File: src/respiration_control_consts.vh
// constants for the respiration modulation control block
// assumes a 20 MHz master clock; included by the design files only
`ifndef RESPIRATION_CONTROL_CONSTS_VH
`define RESPIRATION_CONTROL_CONSTS_VH

// respiration control register fields
`define RC_MOD_EN_BIT 7
`define RC_DEMOD_EN_BIT 6
`define RC_PHASE_HI 4
`define RC_PHASE_LO 2
`define RC_SRC_HI 1
`define RC_SRC_LO 0
`define RC_SRC_INTERNAL 2'h2
`define RC_RESET 8'h00

// fourth configuration register, carrier frequency field
`define CF4_FREQ_HI 7
`define CF4_FREQ_LO 5
`define CF4_FREQ_64K 3'h1
`define CF4_RESET 8'h00

// timing
`define CLOCK_HZ 20000000
`define CARRIER_32K_HZ 32000
`define CARRIER_64K_HZ 64000
`define DATA_RATE_MAX_SPS 32000
// one carrier period is split into 16 phase steps of 22.5 degrees
`define PHASE_STEPS 16
// the step length is rounded down so a carrier is never slower than named
`define STEP_32K_CYC (`CLOCK_HZ / (`CARRIER_32K_HZ * `PHASE_STEPS))
`define STEP_64K_CYC (`CLOCK_HZ / (`CARRIER_64K_HZ * `PHASE_STEPS))
`define RATE_MIN_CYC ((`CLOCK_HZ + `DATA_RATE_MAX_SPS - 1) / `DATA_RATE_MAX_SPS)
// rate length loaded at reset: the 625-cycle minimum, the converter ceiling
`define RATE_LEN_RESET 16'h0271

`endif

File: src/step_divider.v
// step divider: emits a one-cycle tick every step_len clock cycles
// assumes step_len is held stable by the caller while running
`include "respiration_control_consts.vh"

module step_divider (
  input wire clock,
  input wire reset,
  input wire run,
  input wire [7:0] step_len,
  output reg tick_r
);

  reg [7:0] count_r;

  // count down, reload on the tick; idle holds the counter cleared
  always @(posedge clock or posedge reset) begin
    if (reset) begin
      count_r <= 8'h00;
      tick_r <= 1'b0;
    end else if (!run) begin
      count_r <= 8'h00;
      tick_r <= 1'b0;
    end else if (count_r == 8'h00) begin
      count_r <= step_len - 8'h01;
      tick_r <= 1'b1;
    end else begin
      count_r <= count_r - 8'h01;
      tick_r <= 1'b0;
    end
  end

endmodule // step_divider

File: src/respiration_modulation_control.v
// respiration modulation and demodulation clocking, channel 1 routing, rate guard
// assumes configuration bytes are written synchronously to clock by the host side
// How it works
// - both upper enable bits gate mod and demod
// - bits four to two select demod phase
// - source field 10b selects internal modulation
// - config four bits select 32 or 64 kHz
// - positive and negative outputs opposite while active, both low when idle
// - respiration mode takes channel 1 away
// - phase setting delays demod clock after mod
// - demod flips channel 1 sample by carrier
// - one data rate for every channel
// - output rate never above 32 kSPS
// - pace buffer routes any selected channel out
`include "respiration_control_consts.vh"

module respiration_modulation_control (
  input wire clock,
  input wire reset,
  input wire [7:0] respiration_control,
  input wire [7:0] config_reg_four,
  input wire [15:0] data_rate_div,
  input wire [2:0] pace_select,
  input wire pace_enable,
  input wire [7:0] channel_pace_in,
  input wire [23:0] channel1_sample,
  input wire channel1_sample_valid,
  output reg carrier_out_pos,
  output reg carrier_out_neg,
  output reg demod_clock_r,
  output reg respiration_control_active_r,
  output reg channel1_ecg_enable_r,
  output reg [23:0] respiration_control_demod_r,
  output reg respiration_control_demod_valid_r,
  output reg conversion_strobe_r,
  output reg pace_buffer_output,
  output reg pace_buffer_enable_r
);

  // timing of one carrier period, in master clock cycles:
  //   the divider ticks once per step length, 39 cycles at 32 kHz and 19 at 64 kHz
  //   sixteen ticks make one period, so one step is 22.5 degrees of carrier
  //   the tick that ends step 15 latches the enable, frequency and phase settings
  //   one edge later the pins, the status and the channel 1 owner all change
  //   the demod clock has the carrier's shape, moved later by the phase code in steps
  //   the conversion strobe runs on its own counter, apart from the carrier
  // limitation: step lengths are rounded down, so both carriers run a little fast
  // limitation: a setting written and removed inside one period is never seen
  // trade-off: up to one period of latency buys carrier pulses that are never cut short
  // trade-off: settings are not synchronised here; the host side writes on clock

  // carrier timing and the settings latched at the last period edge
  reg active_r;
  reg active_nxt;
  reg freq64_r;
  reg freq64_nxt;
  reg [2:0] phase_r;
  reg [2:0] phase_nxt;
  reg [3:0] step_r;
  reg [3:0] step_nxt;
  // carrier stage values ahead of their flip-flops
  reg pos_nxt;
  reg neg_nxt;
  reg demod_clock_nxt;
  reg respiration_control_active_nxt;
  reg channel1_ecg_enable_nxt;
  // demodulator values ahead of their flip-flops
  reg [23:0] respiration_control_demod_nxt;
  reg respiration_control_demod_valid_nxt;
  // conversion rate generator
  reg [15:0] rate_count_r;
  reg [15:0] rate_count_nxt;
  reg [15:0] rate_len_r;
  reg [15:0] rate_len_nxt;
  reg conversion_strobe_nxt;
  // pace routing values ahead of their flip-flops
  reg pace_picked;
  reg pace_buffer_output_nxt;
  reg pace_buffer_enable_nxt;
  // decoded settings and divider wiring
  wire step_tick;
  wire period_end;
  wire [31:0] step_len_full;
  wire [7:0] step_len;
  wire want_active;
  wire want_freq64;
  wire [2:0] want_phase;
  // delayed step count and helper values
  wire [3:0] demod_step;
  wire [23:0] sample_negated;
  wire [31:0] rate_min_full;
  wire [15:0] rate_min;

  // both enables and the internal source must be set together
  // any other source code leaves the block idle: the external modulation
  // path is not built here, so there is nothing to drive in that case
  assign want_active = respiration_control[`RC_MOD_EN_BIT] &
    respiration_control[`RC_DEMOD_EN_BIT] &
    (respiration_control[`RC_SRC_HI:`RC_SRC_LO] == `RC_SRC_INTERNAL);
  // every frequency code but the 64 kHz one falls back to 32 kHz
  assign want_freq64 = (config_reg_four[`CF4_FREQ_HI:`CF4_FREQ_LO] == `CF4_FREQ_64K);
  assign want_phase = respiration_control[`RC_PHASE_HI:`RC_PHASE_LO];

  // the length follows the next frequency, but the first step of a new period
  // was loaded at the tick ending step 15 and keeps the old length; the constants are 32 bits wide
  assign step_len_full = freq64_nxt ? `STEP_64K_CYC : `STEP_32K_CYC;
  assign step_len = step_len_full[7:0];
  // one phase code is one step of 22.5 degrees, so the codes span 0 to 157.5
  // the subtraction wraps modulo 16, which is exactly one carrier period
  assign demod_step = step_r - {1'b0, phase_r};
  // the tick that closes step 15 is the carrier period boundary
  assign period_end = step_tick & (step_r == 4'hF);
  // a square carrier only needs its sign taken off again
  assign sample_negated = 24'h000000 - channel1_sample;
  assign rate_min_full = `RATE_MIN_CYC;
  assign rate_min = rate_min_full[15:0];

  // divider runs always so a disabled block can start on a clean edge
  // it only reads its length at a reload, so a change never cuts a step
  step_divider u_step (
    .clock(clock),
    .reset(reset),
    .run(1'b1),
    .step_len(step_len),
    .tick_r(step_tick)
  );

  // step counter advances once per tick; settings move only at the period end
  // the counter runs while idle too, so the first pulse after enabling is whole
  always @* begin
    step_nxt = step_r;
    active_nxt = active_r;
    freq64_nxt = freq64_r;
    phase_nxt = phase_r;
    if (step_tick) begin
      step_nxt = step_r + 4'h1;
    end
    if (period_end) begin
      // updating only here avoids runt carrier pulses
      active_nxt = want_active;
      freq64_nxt = want_freq64;
      phase_nxt = want_phase;
    end
  end

  // step and settings flip-flops
  always @(posedge clock or posedge reset) begin
    if (reset) begin
      step_r <= 4'h0;
      active_r <= 1'b0;
      freq64_r <= 1'b0;
      phase_r <= 3'h0;
    end else begin
      step_r <= step_nxt;
      active_r <= active_nxt;
      freq64_r <= freq64_nxt;
      phase_r <= phase_nxt;
    end
  end

  // carrier: high for steps 0 to 7, low for steps 8 to 15
  // both pins come from one step bit, so they can never overlap high
  always @* begin
    // idle parks both at the low reference level
    pos_nxt = 1'b0;
    neg_nxt = 1'b0;
    demod_clock_nxt = 1'b0;
    if (active_r) begin
      pos_nxt = ~step_r[3];
      neg_nxt = step_r[3];
      // same shape as the carrier, read from the delayed step count
      demod_clock_nxt = ~demod_step[3];
    end
    // the status and the channel 1 owner switch with the carrier itself
    respiration_control_active_nxt = active_r;
    channel1_ecg_enable_nxt = ~active_r;
  end

  // carrier pins come from flip-flops so they never glitch
  always @(posedge clock or posedge reset) begin
    if (reset) begin
      carrier_out_pos <= 1'b0;
      carrier_out_neg <= 1'b0;
      demod_clock_r <= 1'b0;
      respiration_control_active_r <= 1'b0;
      channel1_ecg_enable_r <= 1'b1;
    end else begin
      carrier_out_pos <= pos_nxt;
      carrier_out_neg <= neg_nxt;
      demod_clock_r <= demod_clock_nxt;
      respiration_control_active_r <= respiration_control_active_nxt;
      channel1_ecg_enable_r <= channel1_ecg_enable_nxt;
    end
  end

  // demodulator: sign-flip each sample with the delayed clock
  // the registered demod clock lags its step count by one master clock,
  // which is far below one step and is taken up by the phase setting
  always @* begin
    respiration_control_demod_nxt = respiration_control_demod_r;
    respiration_control_demod_valid_nxt = 1'b0;
    if (active_r && channel1_sample_valid) begin
      respiration_control_demod_valid_nxt = 1'b1;
      // carrier removed; offset and slow impedance change remain
      if (demod_clock_r) begin
        respiration_control_demod_nxt = channel1_sample;
      end else begin
        respiration_control_demod_nxt = sample_negated;
      end
    end
  end

  // the last result is held between samples; samples while idle are dropped
  always @(posedge clock or posedge reset) begin
    if (reset) begin
      respiration_control_demod_r <= 24'h000000;
      respiration_control_demod_valid_r <= 1'b0;
    end else begin
      respiration_control_demod_r <= respiration_control_demod_nxt;
      respiration_control_demod_valid_r <= respiration_control_demod_valid_nxt;
    end
  end

  // one conversion strobe shared by all channels
  // a per-channel rate would need a counter per channel; there is only one
  always @* begin
    // clamp keeps the rate at or below the converter ceiling
    if (data_rate_div < rate_min) begin
      rate_len_nxt = rate_min;
    end else begin
      rate_len_nxt = data_rate_div;
    end
    // a new length is used from the next reload, never mid-count
    if (rate_count_r == 16'h0000) begin
      rate_count_nxt = rate_len_r - 16'h0001;
      conversion_strobe_nxt = 1'b1;
    end else begin
      rate_count_nxt = rate_count_r - 16'h0001;
      conversion_strobe_nxt = 1'b0;
    end
  end

  // reset loads the shortest legal length, so the first reload cannot wrap
  always @(posedge clock or posedge reset) begin
    if (reset) begin
      rate_count_r <= 16'h0000;
      rate_len_r <= `RATE_LEN_RESET;
      conversion_strobe_r <= 1'b0;
    end else begin
      rate_count_r <= rate_count_nxt;
      rate_len_r <= rate_len_nxt;
      conversion_strobe_r <= conversion_strobe_nxt;
    end
  end

  // pace buffer routing: a single-ended copy of one channel
  // any channel may be picked, also channel 1 while respiration runs
  always @* begin
    case (pace_select)
      3'h0: pace_picked = channel_pace_in[0];
      3'h1: pace_picked = channel_pace_in[1];
      3'h2: pace_picked = channel_pace_in[2];
      3'h3: pace_picked = channel_pace_in[3];
      3'h4: pace_picked = channel_pace_in[4];
      3'h5: pace_picked = channel_pace_in[5];
      3'h6: pace_picked = channel_pace_in[6];
      3'h7: pace_picked = channel_pace_in[7];
      default: pace_picked = 1'b0;
    endcase
    // disabled buffer shows the low level rather than a stale channel
    pace_buffer_output_nxt = pace_enable & pace_picked;
    pace_buffer_enable_nxt = pace_enable;
  end

  // one cycle late, like every other output of the block
  always @(posedge clock or posedge reset) begin
    if (reset) begin
      pace_buffer_output <= 1'b0;
      pace_buffer_enable_r <= 1'b0;
    end else begin
      pace_buffer_output <= pace_buffer_output_nxt;
      pace_buffer_enable_r <= pace_buffer_enable_nxt;
    end
  end

endmodule // respiration_modulation_control

File: config.mk
export PLATFORM = sky130hd
export DESIGN_NAME = respiration_modulation_control
export DESIGN_NICKNAME = d
export VERILOG_FILES = /design/src/step_divider.v /design/src/respiration_modulation_control.v
export VERILOG_INCLUDE_DIRS = /design/src
export SDC_FILE = /design/constraint.sdc
export NUM_CORES = 1
export LEC_CHECK = 0
export BUFFER_PORTS_ARGS = -buffer_cell sky130_fd_sc_hd__buf_2
export CORE_UTILIZATION = 53
export CTS_CLUSTER_DIAMETER = 30
export DETAILED_ROUTE_END_ITERATION = 6
export GPL_TIMING_DRIVEN = 0
export HOLD_SLACK_MARGIN = 0.02
export PLACE_DENSITY = 0.8
export REMOVE_ABC_BUFFERS = 1
export SYNTH_ARGS = -nofsm -noshare
export SYNTH_HDL_FRONTEND = slang
export SYNTH_SLANG_ARGS = --single-unit
File: constraint.sdc
create_clock -name clock -period 2.9 [get_ports clock]
set_input_delay 0.58 -clock clock [delete_from_list [all_inputs] [get_ports clock]]
set_output_delay 0.58 -clock clock [all_outputs]
set_load 0.02 [all_outputs]
==> results of run 1 <==
per-layer routing:
metal	wire length (um)	vias to the layer above	share of wire (%)	track usage [%]
met3	629	18	6.9	5.30
li1	-	1651	-	-
met1	3750	1658	41	30.1
met2	4560	151	50	38.8
met5	0	-	0	0
met4	208	0	2.3	10.1
kinds of logic (layout without fill, tap and decap cells):
logic type | after synthesis | count (layout)
and+or+nand+nor | 144 | 144
AOI/OAI and AO/OA | 96 | 96
DFF | 83 | 83
buffers and inverters | 39 | 138
xor gates and xnor gates | 36 | 36
muxes | 8 | 8
adders and majority gates | 7 | 7
per-stage QoR:
| stage | setup TNS, ps | std cells |
|---|---|---|
| 3_5_place_dp | -623 | 593 |
| 6_report | 0 | 611 |
| 4_1_cts | 0 | 611 |
| 5_1_grt | 0 | 611 |
| 2_1_floorplan | 0 | 396 |
| 3_3_place_gp | -56690 | 592 |
synthesized netlist by cell type (3+ instances only):
| cell type | n |
|---|---|
| nor4_1 | 7 |
| o21ai_0 | 27 |
| a21oi_1 | 18 |
| clkbuf_1 | 15 |
| xor2_1 | 9 |
| nor2b_1 | 6 |
| ha_1 | 7 |
| dfrtp_1 | 77 |
| o21bai_1 | 3 |
| nand2_1 | 32 |
| mux2_2 | 4 |
| nand4_1 | 4 |
| or4_1 | 5 |
| nand3_1 | 6 |
| xnor2_1 | 27 |
| a31oi_1 | 16 |
| a41oi_1 | 3 |
| nand2b_1 | 4 |
| nor3_1 | 16 |
| or2_2 | 10 |
| or3_1 | 4 |
| a21o_1 | 4 |
| dfstp_2 | 6 |
| nor2_1 | 34 |
| inv_1 | 21 |
| o31ai_1 | 3 |
| a211oi_1 | 4 |
worst min-delay path by stage:
stage,to
floorplan,respiration_control_active_r
global placement,respiration_control_demod_r[2]
detailed placement,respiration_control_demod_r[18]
CTS,respiration_control_demod_r[22]
global route,respiration_control_demod_valid_r
finish,rate_len_r[15]
flip-flops by register name (all words and copies together) (netlist names):
name	count
active_r	1
carrier_out_neg	1
carrier_out_pos	1
channel1_ecg_enable_r	1
conversion_strobe_r	1
demod_clock_r	1
freq64_r	1
pace_buffer_enable_r	1
pace_buffer_output	1
phase_r	3
rate_count_r	16
rate_len_r	16
respiration_control_active_r	1
respiration_control_demod_r	24
respiration_control_demod_valid_r	1
step_r	4
u_step.count_r	8
u_step.tick_r	1
where the power goes:
| part | total [uW] | switching (uW) | internal [uW] | leakage, uW |
|---|---|---|---|---|
| clock | 927 | 436 | 491 | 0.000102 |
| combinational | 555 | 316 | 238 | 0.00117 |
| sequential | 1420 | 132 | 1290 | 0.000989 |
layout make-up:
class,count,area (um^2),share of cell area (%)
flip-flops and latches,83,2080,42.0
well taps,99,124,2.50
repair buffers,100,528,10.6
clock buffers,9,124,2.50
multi-input cells,291,1920,38.6
clock inverters,7,100,2.02
inverters,22,85.1,1.72
what timing repair did:
| action | 4_1_cts | 5_1_grt |
|---|---|---|
| setup buffers | 2 | 0 |
| endpoints found under the setup margin | 5 | 2 |
| cloned | 0 | 0 |
| endpoints found under the hold margin | 0 | 0 |
| resized for setup | 2 | 1 |
| pin swaps | 2 | 0 |
==> flow_summary.ini, run 1 <==
[synthesis]
synth_top_area_cell = dfrtp_1
yosys.area_share.simple_pct = 18.6
synthAdderAreaFrac_pct = 2.12
ys_seq_area_share_pct = 50.5
dominantRegCellSynth = dfrtp_1
syn_inst = 413
ys_seq_elements = 83
synth.mux.area_fraction_pct = 2.67
yosysWarningCount = 0
synth_top_family_by_area = simple AND/OR/NAND/NOR gates
synthXorXnorAreaFrac_pct = 7.63
synth_cell_types = 59
synth_edf_count = 0
synthArstFlopShare_pct = 100
avgSynthCellArea_um2 = 10.0
yosys-top-cells-area = dfrtp_1 (47%), xnor2_1 (5.7%), dfstp_2 (3.8%)
yosysTopAreaCellShare_pct = 46.7
synth-compound-area-share_pct = 14.8
synth_area_um2 = 4130

[global_routing]
first_global_vias = 3329
grt_pass1_wl_um = 15300
grtUsageTotal_pct = 23.6
antenna_found_initial = 0
grt_max_degree = 62
overflow = 0

[cts]
cts_hold_buf = 0
clk_pin_slew_ps = 90
cts_buffer_depth = 2
clock_latency_ps = 350
cts_inserted_buffers = 9
cts.sinks = 83
cts_tree = yes
cts_max_level = 3
cts-root-buf = clkbuf_8

[worst_hold_path]
hold_class = in2async

[power]
leakage_uw = 0.00227
power_density_nw_per_um2 = 586
p_total_uw = 2910
ir_drop_mv = 0.347

[placement]
place_ws_ps = -297
gp_congestion = 0.873
place_area_um2 = 4700
hpwl_um = 6520
portBuffers = 97

[timing]
rsz0062_at_grt = no
setup_viol = 0
skew_ps = 8.73
final_max_slew_viol_count = 0
worst_slew_pin_slew_ps = 914
fmax_ghz = 0.362
fin_crit_sh_pct = 95.3
fin_crit_ps = 2760
hold_viol_final = 0
fin_ws_ps = 137
whs_ps = 190
maxSlewHeadroom_pct = 38.6

[detailed_routing]
viasPerCell = 5.69
wl_per_cell_um = 15.0
first_pass_iters = 4
ant_nets = 0
drcViolationCount = 0
drt_iter0_markers = 189
num_vias = 3478
routed_wl_um = 9140

[setup_path]
crit_type = reg2reg
path_max_fanout = 5
worst-path-stages = 9
rr_endpoint = rate_count_r[12]
crit_path_end = rate_count_r[12]
worstSetupStartpoint = rate_count_r[8]
worstRegToRegCells = 9
slowest_stage = or4_1
cp.arrival_ps = 3000
ff2ff_setup_slack_ps = 140
crit_chain = or4_1, nor3_4, a31oi_1, ha_1, nand2b_1, or2_1, a311oi_2, and4_1, a311o_1
max_stage_delay_ps = 600
startpoint_type = flop
cp-end-kind = flop
critPathRequiredTime_ps = 3130
path_delay_family = simple AND/OR/NAND/NOR gates
r2r-start = rate_count_r[8]
crit_buf_inv = 0

[floorplan]
die-area_um2 = 8150
fp-row-count = 31
coreArea_um2 = 7410
die_height_um = 90.3
start_util_pct = 55.8
die_w_um = 90.3
ioPinCount = 104

[layout]
num-fill-cells = 600
final_util_pct = 67.0
layout_common_cells = buf_2 (97), dfrtp_1 (77), nor2_1 (34), nand2_1 (31)
final_layout_size_suffix_gt1_share_pct = 29.7
final_common_cell = buf_2
areaGrowthSynthToFinish_pct = 20.1
nets = 585
n_antenna_cell = 0
final_area_um2 = 4960

[job]
max-cap-violations = 0

[run_status]
status = finished, final reports clean
Note: power is estimated with default switching activity, not from simulation.
==> run 2: changes to the inputs <==
Settings changed: ABC_AREA set to 1, BUFFER_PORTS_ARGS -buffer_cell sky130_fd_sc_hd__buf_2 to -buffer_cell sky130_fd_sc_hd__clkbuf_2, CELL_PAD_IN_SITES_DETAIL_PLACEMENT set to 0, CELL_PAD_IN_SITES_GLOBAL_PLACEMENT set to 1, CORE_UTILIZATION 53 to 39, PLACE_DENSITY 0.8 to not set, PLACE_DENSITY_LB_ADDON set to 0.1.
==> flow_summary.ini, run 2 <==
[cts]
cts_buffer_depth = 2
clk_pin_slew_ps = 90
cts.sinks = 83
cts_hold_buf = 0
cts_tree = yes
cts_setup_buffers = 0
clock_latency_ps = 360
cts-root-buf = clkbuf_8
cts_max_level = 3
cts_inserted_buffers = 9
cts_resized = 0

[placement]
hpwl_um = 7020
portBuffers = 97
gp_congestion = 0.765
place_ws_ps = 442

[synthesis]
yosys.area_share.simple_pct = 30.0
synthArstFlopShare_pct = 100
yosysWarningCount = 0
synthXorXnorAreaFrac_pct = 4.08
synth.mux.area_fraction_pct = 0.262
yosys-top-cells-area = dfrtp_1 (45%), nand2_1 (12%), inv_1 (5.9%)
yosysTopAreaCellShare_pct = 44.9
synth_most_common_cell = nand2_1
synth-compound-area-share_pct = 7.40
dominantRegCellSynth = dfrtp_1
synth_top_family_by_area = simple AND/OR/NAND/NOR gates
synth_cell_types = 38
ys_seq_elements = 83
synth_top_area_cell = dfrtp_1
synth_area_um2 = 4290
ys_top_cells_by_count = nand2_1 (141), dfrtp_1 (77), inv_1 (67), nor2_1 (64), o21ai_0 (33)
avgSynthCellArea_um2 = 8.03
ys_seq_area_share_pct = 48.5
syn_inst = 535
synthAdderAreaFrac_pct = 2.04
synth_edf_count = 0

[job]
max-cap-violations = 0

[timing]
rsz0062_at_grt = no
fin_crit_ps = 2320
maxSlewHeadroom_pct = 23.7
fin_crit_sh_pct = 79.9
setup_tns_ps = 0
fin_ws_ps = 584
fmax_ghz = 0.432
worst_slew_pin_slew_ps = 1140
hold_viol_final = 0
whs_ps = 198
final_max_slew_viol_count = 0
skew_ps = 13.2
setup_viol = 0

[detailed_routing]
highest_layer = met4
wl_met3_um = 482
drt_iter0_markers = 127
wl_per_cell_um = 12.3
met1_length_um = 4520
drcViolationCount = 0
routed_wl_um = 9460
first_pass_iters = 4
ant_nets = 0
num_vias = 3544
viasPerCell = 4.60
wl_met2_um = 4360

[setup_path]
ff2ff_setup_slack_ps = 580
rr_endpoint = rate_count_r[12]
worstRegToRegCells = 12
worstSetupStartpoint = rate_count_r[14]
crit_type = reg2reg
path_max_fanout = 18
cp-end-kind = flop
slowest_stage = dfrtp_1
path_common_cell = nand2_1
max_stage_delay_ps = 390
crit_chain = nor2_1, nand2_1, nor2_4, nand3b_1, nand2_2, ha_1, nand3_2, nor2_1, nand2_1, nor2_2, nand3_1, nand2_1
critPathRequiredTime_ps = 3210
cp.arrival_ps = 2630
crit_path_end = rate_count_r[12]
r2r-start = rate_count_r[14]
startpoint_type = flop

[global_routing]
first_global_vias = 3370
grt_pass1_wl_um = 15700
grt_max_degree = 54
overflow = 0
grtUsageTotal_pct = 17.8
antenna_found_initial = 0

[layout]
largest_reg_flops = 24
largest-register = respiration_control_demod_r
final_layout_size_suffix_gt1_share_pct = 23.7
nets = 707
reg_top3 = respiration_control_demod_r (24), rate_count_r (16), rate_len_r (16)
register_area_um2 = 2080
num-fill-cells = 1036
layout_common_cells = nand2_1 (141), clkbuf_2 (97), dfrtp_1 (77), inv_1 (66), nor2_1 (64)
areaGrowthSynthToFinish_pct = 18.5
n_antenna_cell = 0
multi_input_area_um2 = 1880
final_common_cell = nand2_1

[floorplan]
coreArea_um2 = 10500
ioPinCount = 104
die_height_um = 107
fp-row-count = 37
start_util_pct = 40.9
die_w_um = 107
die-area_um2 = 11400

[worst_hold_path]
hold_class = in2async

[power]
ir_drop_mv = 0.296
leakage_uw = 0.00273
power_density_nw_per_um2 = 551

[run_status]
status = finished, final reports clean
==> run 2: cell types whose count changed after synthesis, moves of 23 or more <==
cell / delta
nand2_1: +109
inv_1: +46
nand3_1: +26
nor2_1: +30
xnor2_1: -23
==> run 2: worst min-delay path by stage <==
stage,end,depth (start not counted)
final,freq64_r,2
after global routing,respiration_control_demod_r[15],2
after CTS,freq64_r,2
after detailed placement,u_step.count_r[0],1
after global placement,u_step.count_r[0],1
after floorplan,u_step.count_r[0],1
==> run 2: logic make-up after synthesis <==
family                   after synthesis
flip-flops                            83
multiplexers                           1
buffers and inverters                 83
AND/OR/NAND/NOR                      284
XOR/XNOR                              20
adder cells (fa/ha/maj)                7
AO/OA/AOI/OAI                         57
==> run 2: area by class of cell <==
cell class	count	share of cell area [%]
clock inverter	7	1.18
tap	136	3.34
inverter	68	5.06
multi-input combinational	369	36.9
timing repair buffer	98	10.1
clock buffer	9	2.43
sequential	83	41.0
==> run 2: where the power goes <==
| group | total (uW) | switching, uW | internal (uW) | leakage, uW |
|---|---|---|---|---|
| Combinational | 663 | 437 | 226 | 0.00165 |
| Sequential | 1340 | 60.7 | 1280 | 0.000985 |
| Clock | 799 | 473 | 326 | 0.0000961 |
==> run 2: critical path: cells and delay by family (launching register included) <==
family	cells	cell delay, ps
adder cells (fa/ha/maj)	1	210
flip-flops	1	390
AND/OR/NAND/NOR	11	1670
==> run 2: metal layers <==
| metal | track usage [%] | up-vias |
|---|---|---|
| met2 | 27.3 | 58 |
| met5 | 0 | - |
| met1 | 23.9 | 1606 |
| met4 | 6.16 | 0 |
| li1 | - | 1871 |
| met3 | 5.11 | 9 |
==> run 2: metrics by stage <==
stage | util (%) | area (um^2) | cells | power, uW
after global placement | 46.4 | 4880 | 753 | 2020
final | 48.4 | 5090 | 770 | 2800
after detailed placement | 46.7 | 4910 | 754 | 2030
after floorplan | - | 4220 | 520 | 1830
after CTS | 48.4 | 5090 | 770 | 2840
after global routing | 48.4 | 5090 | 770 | 2990
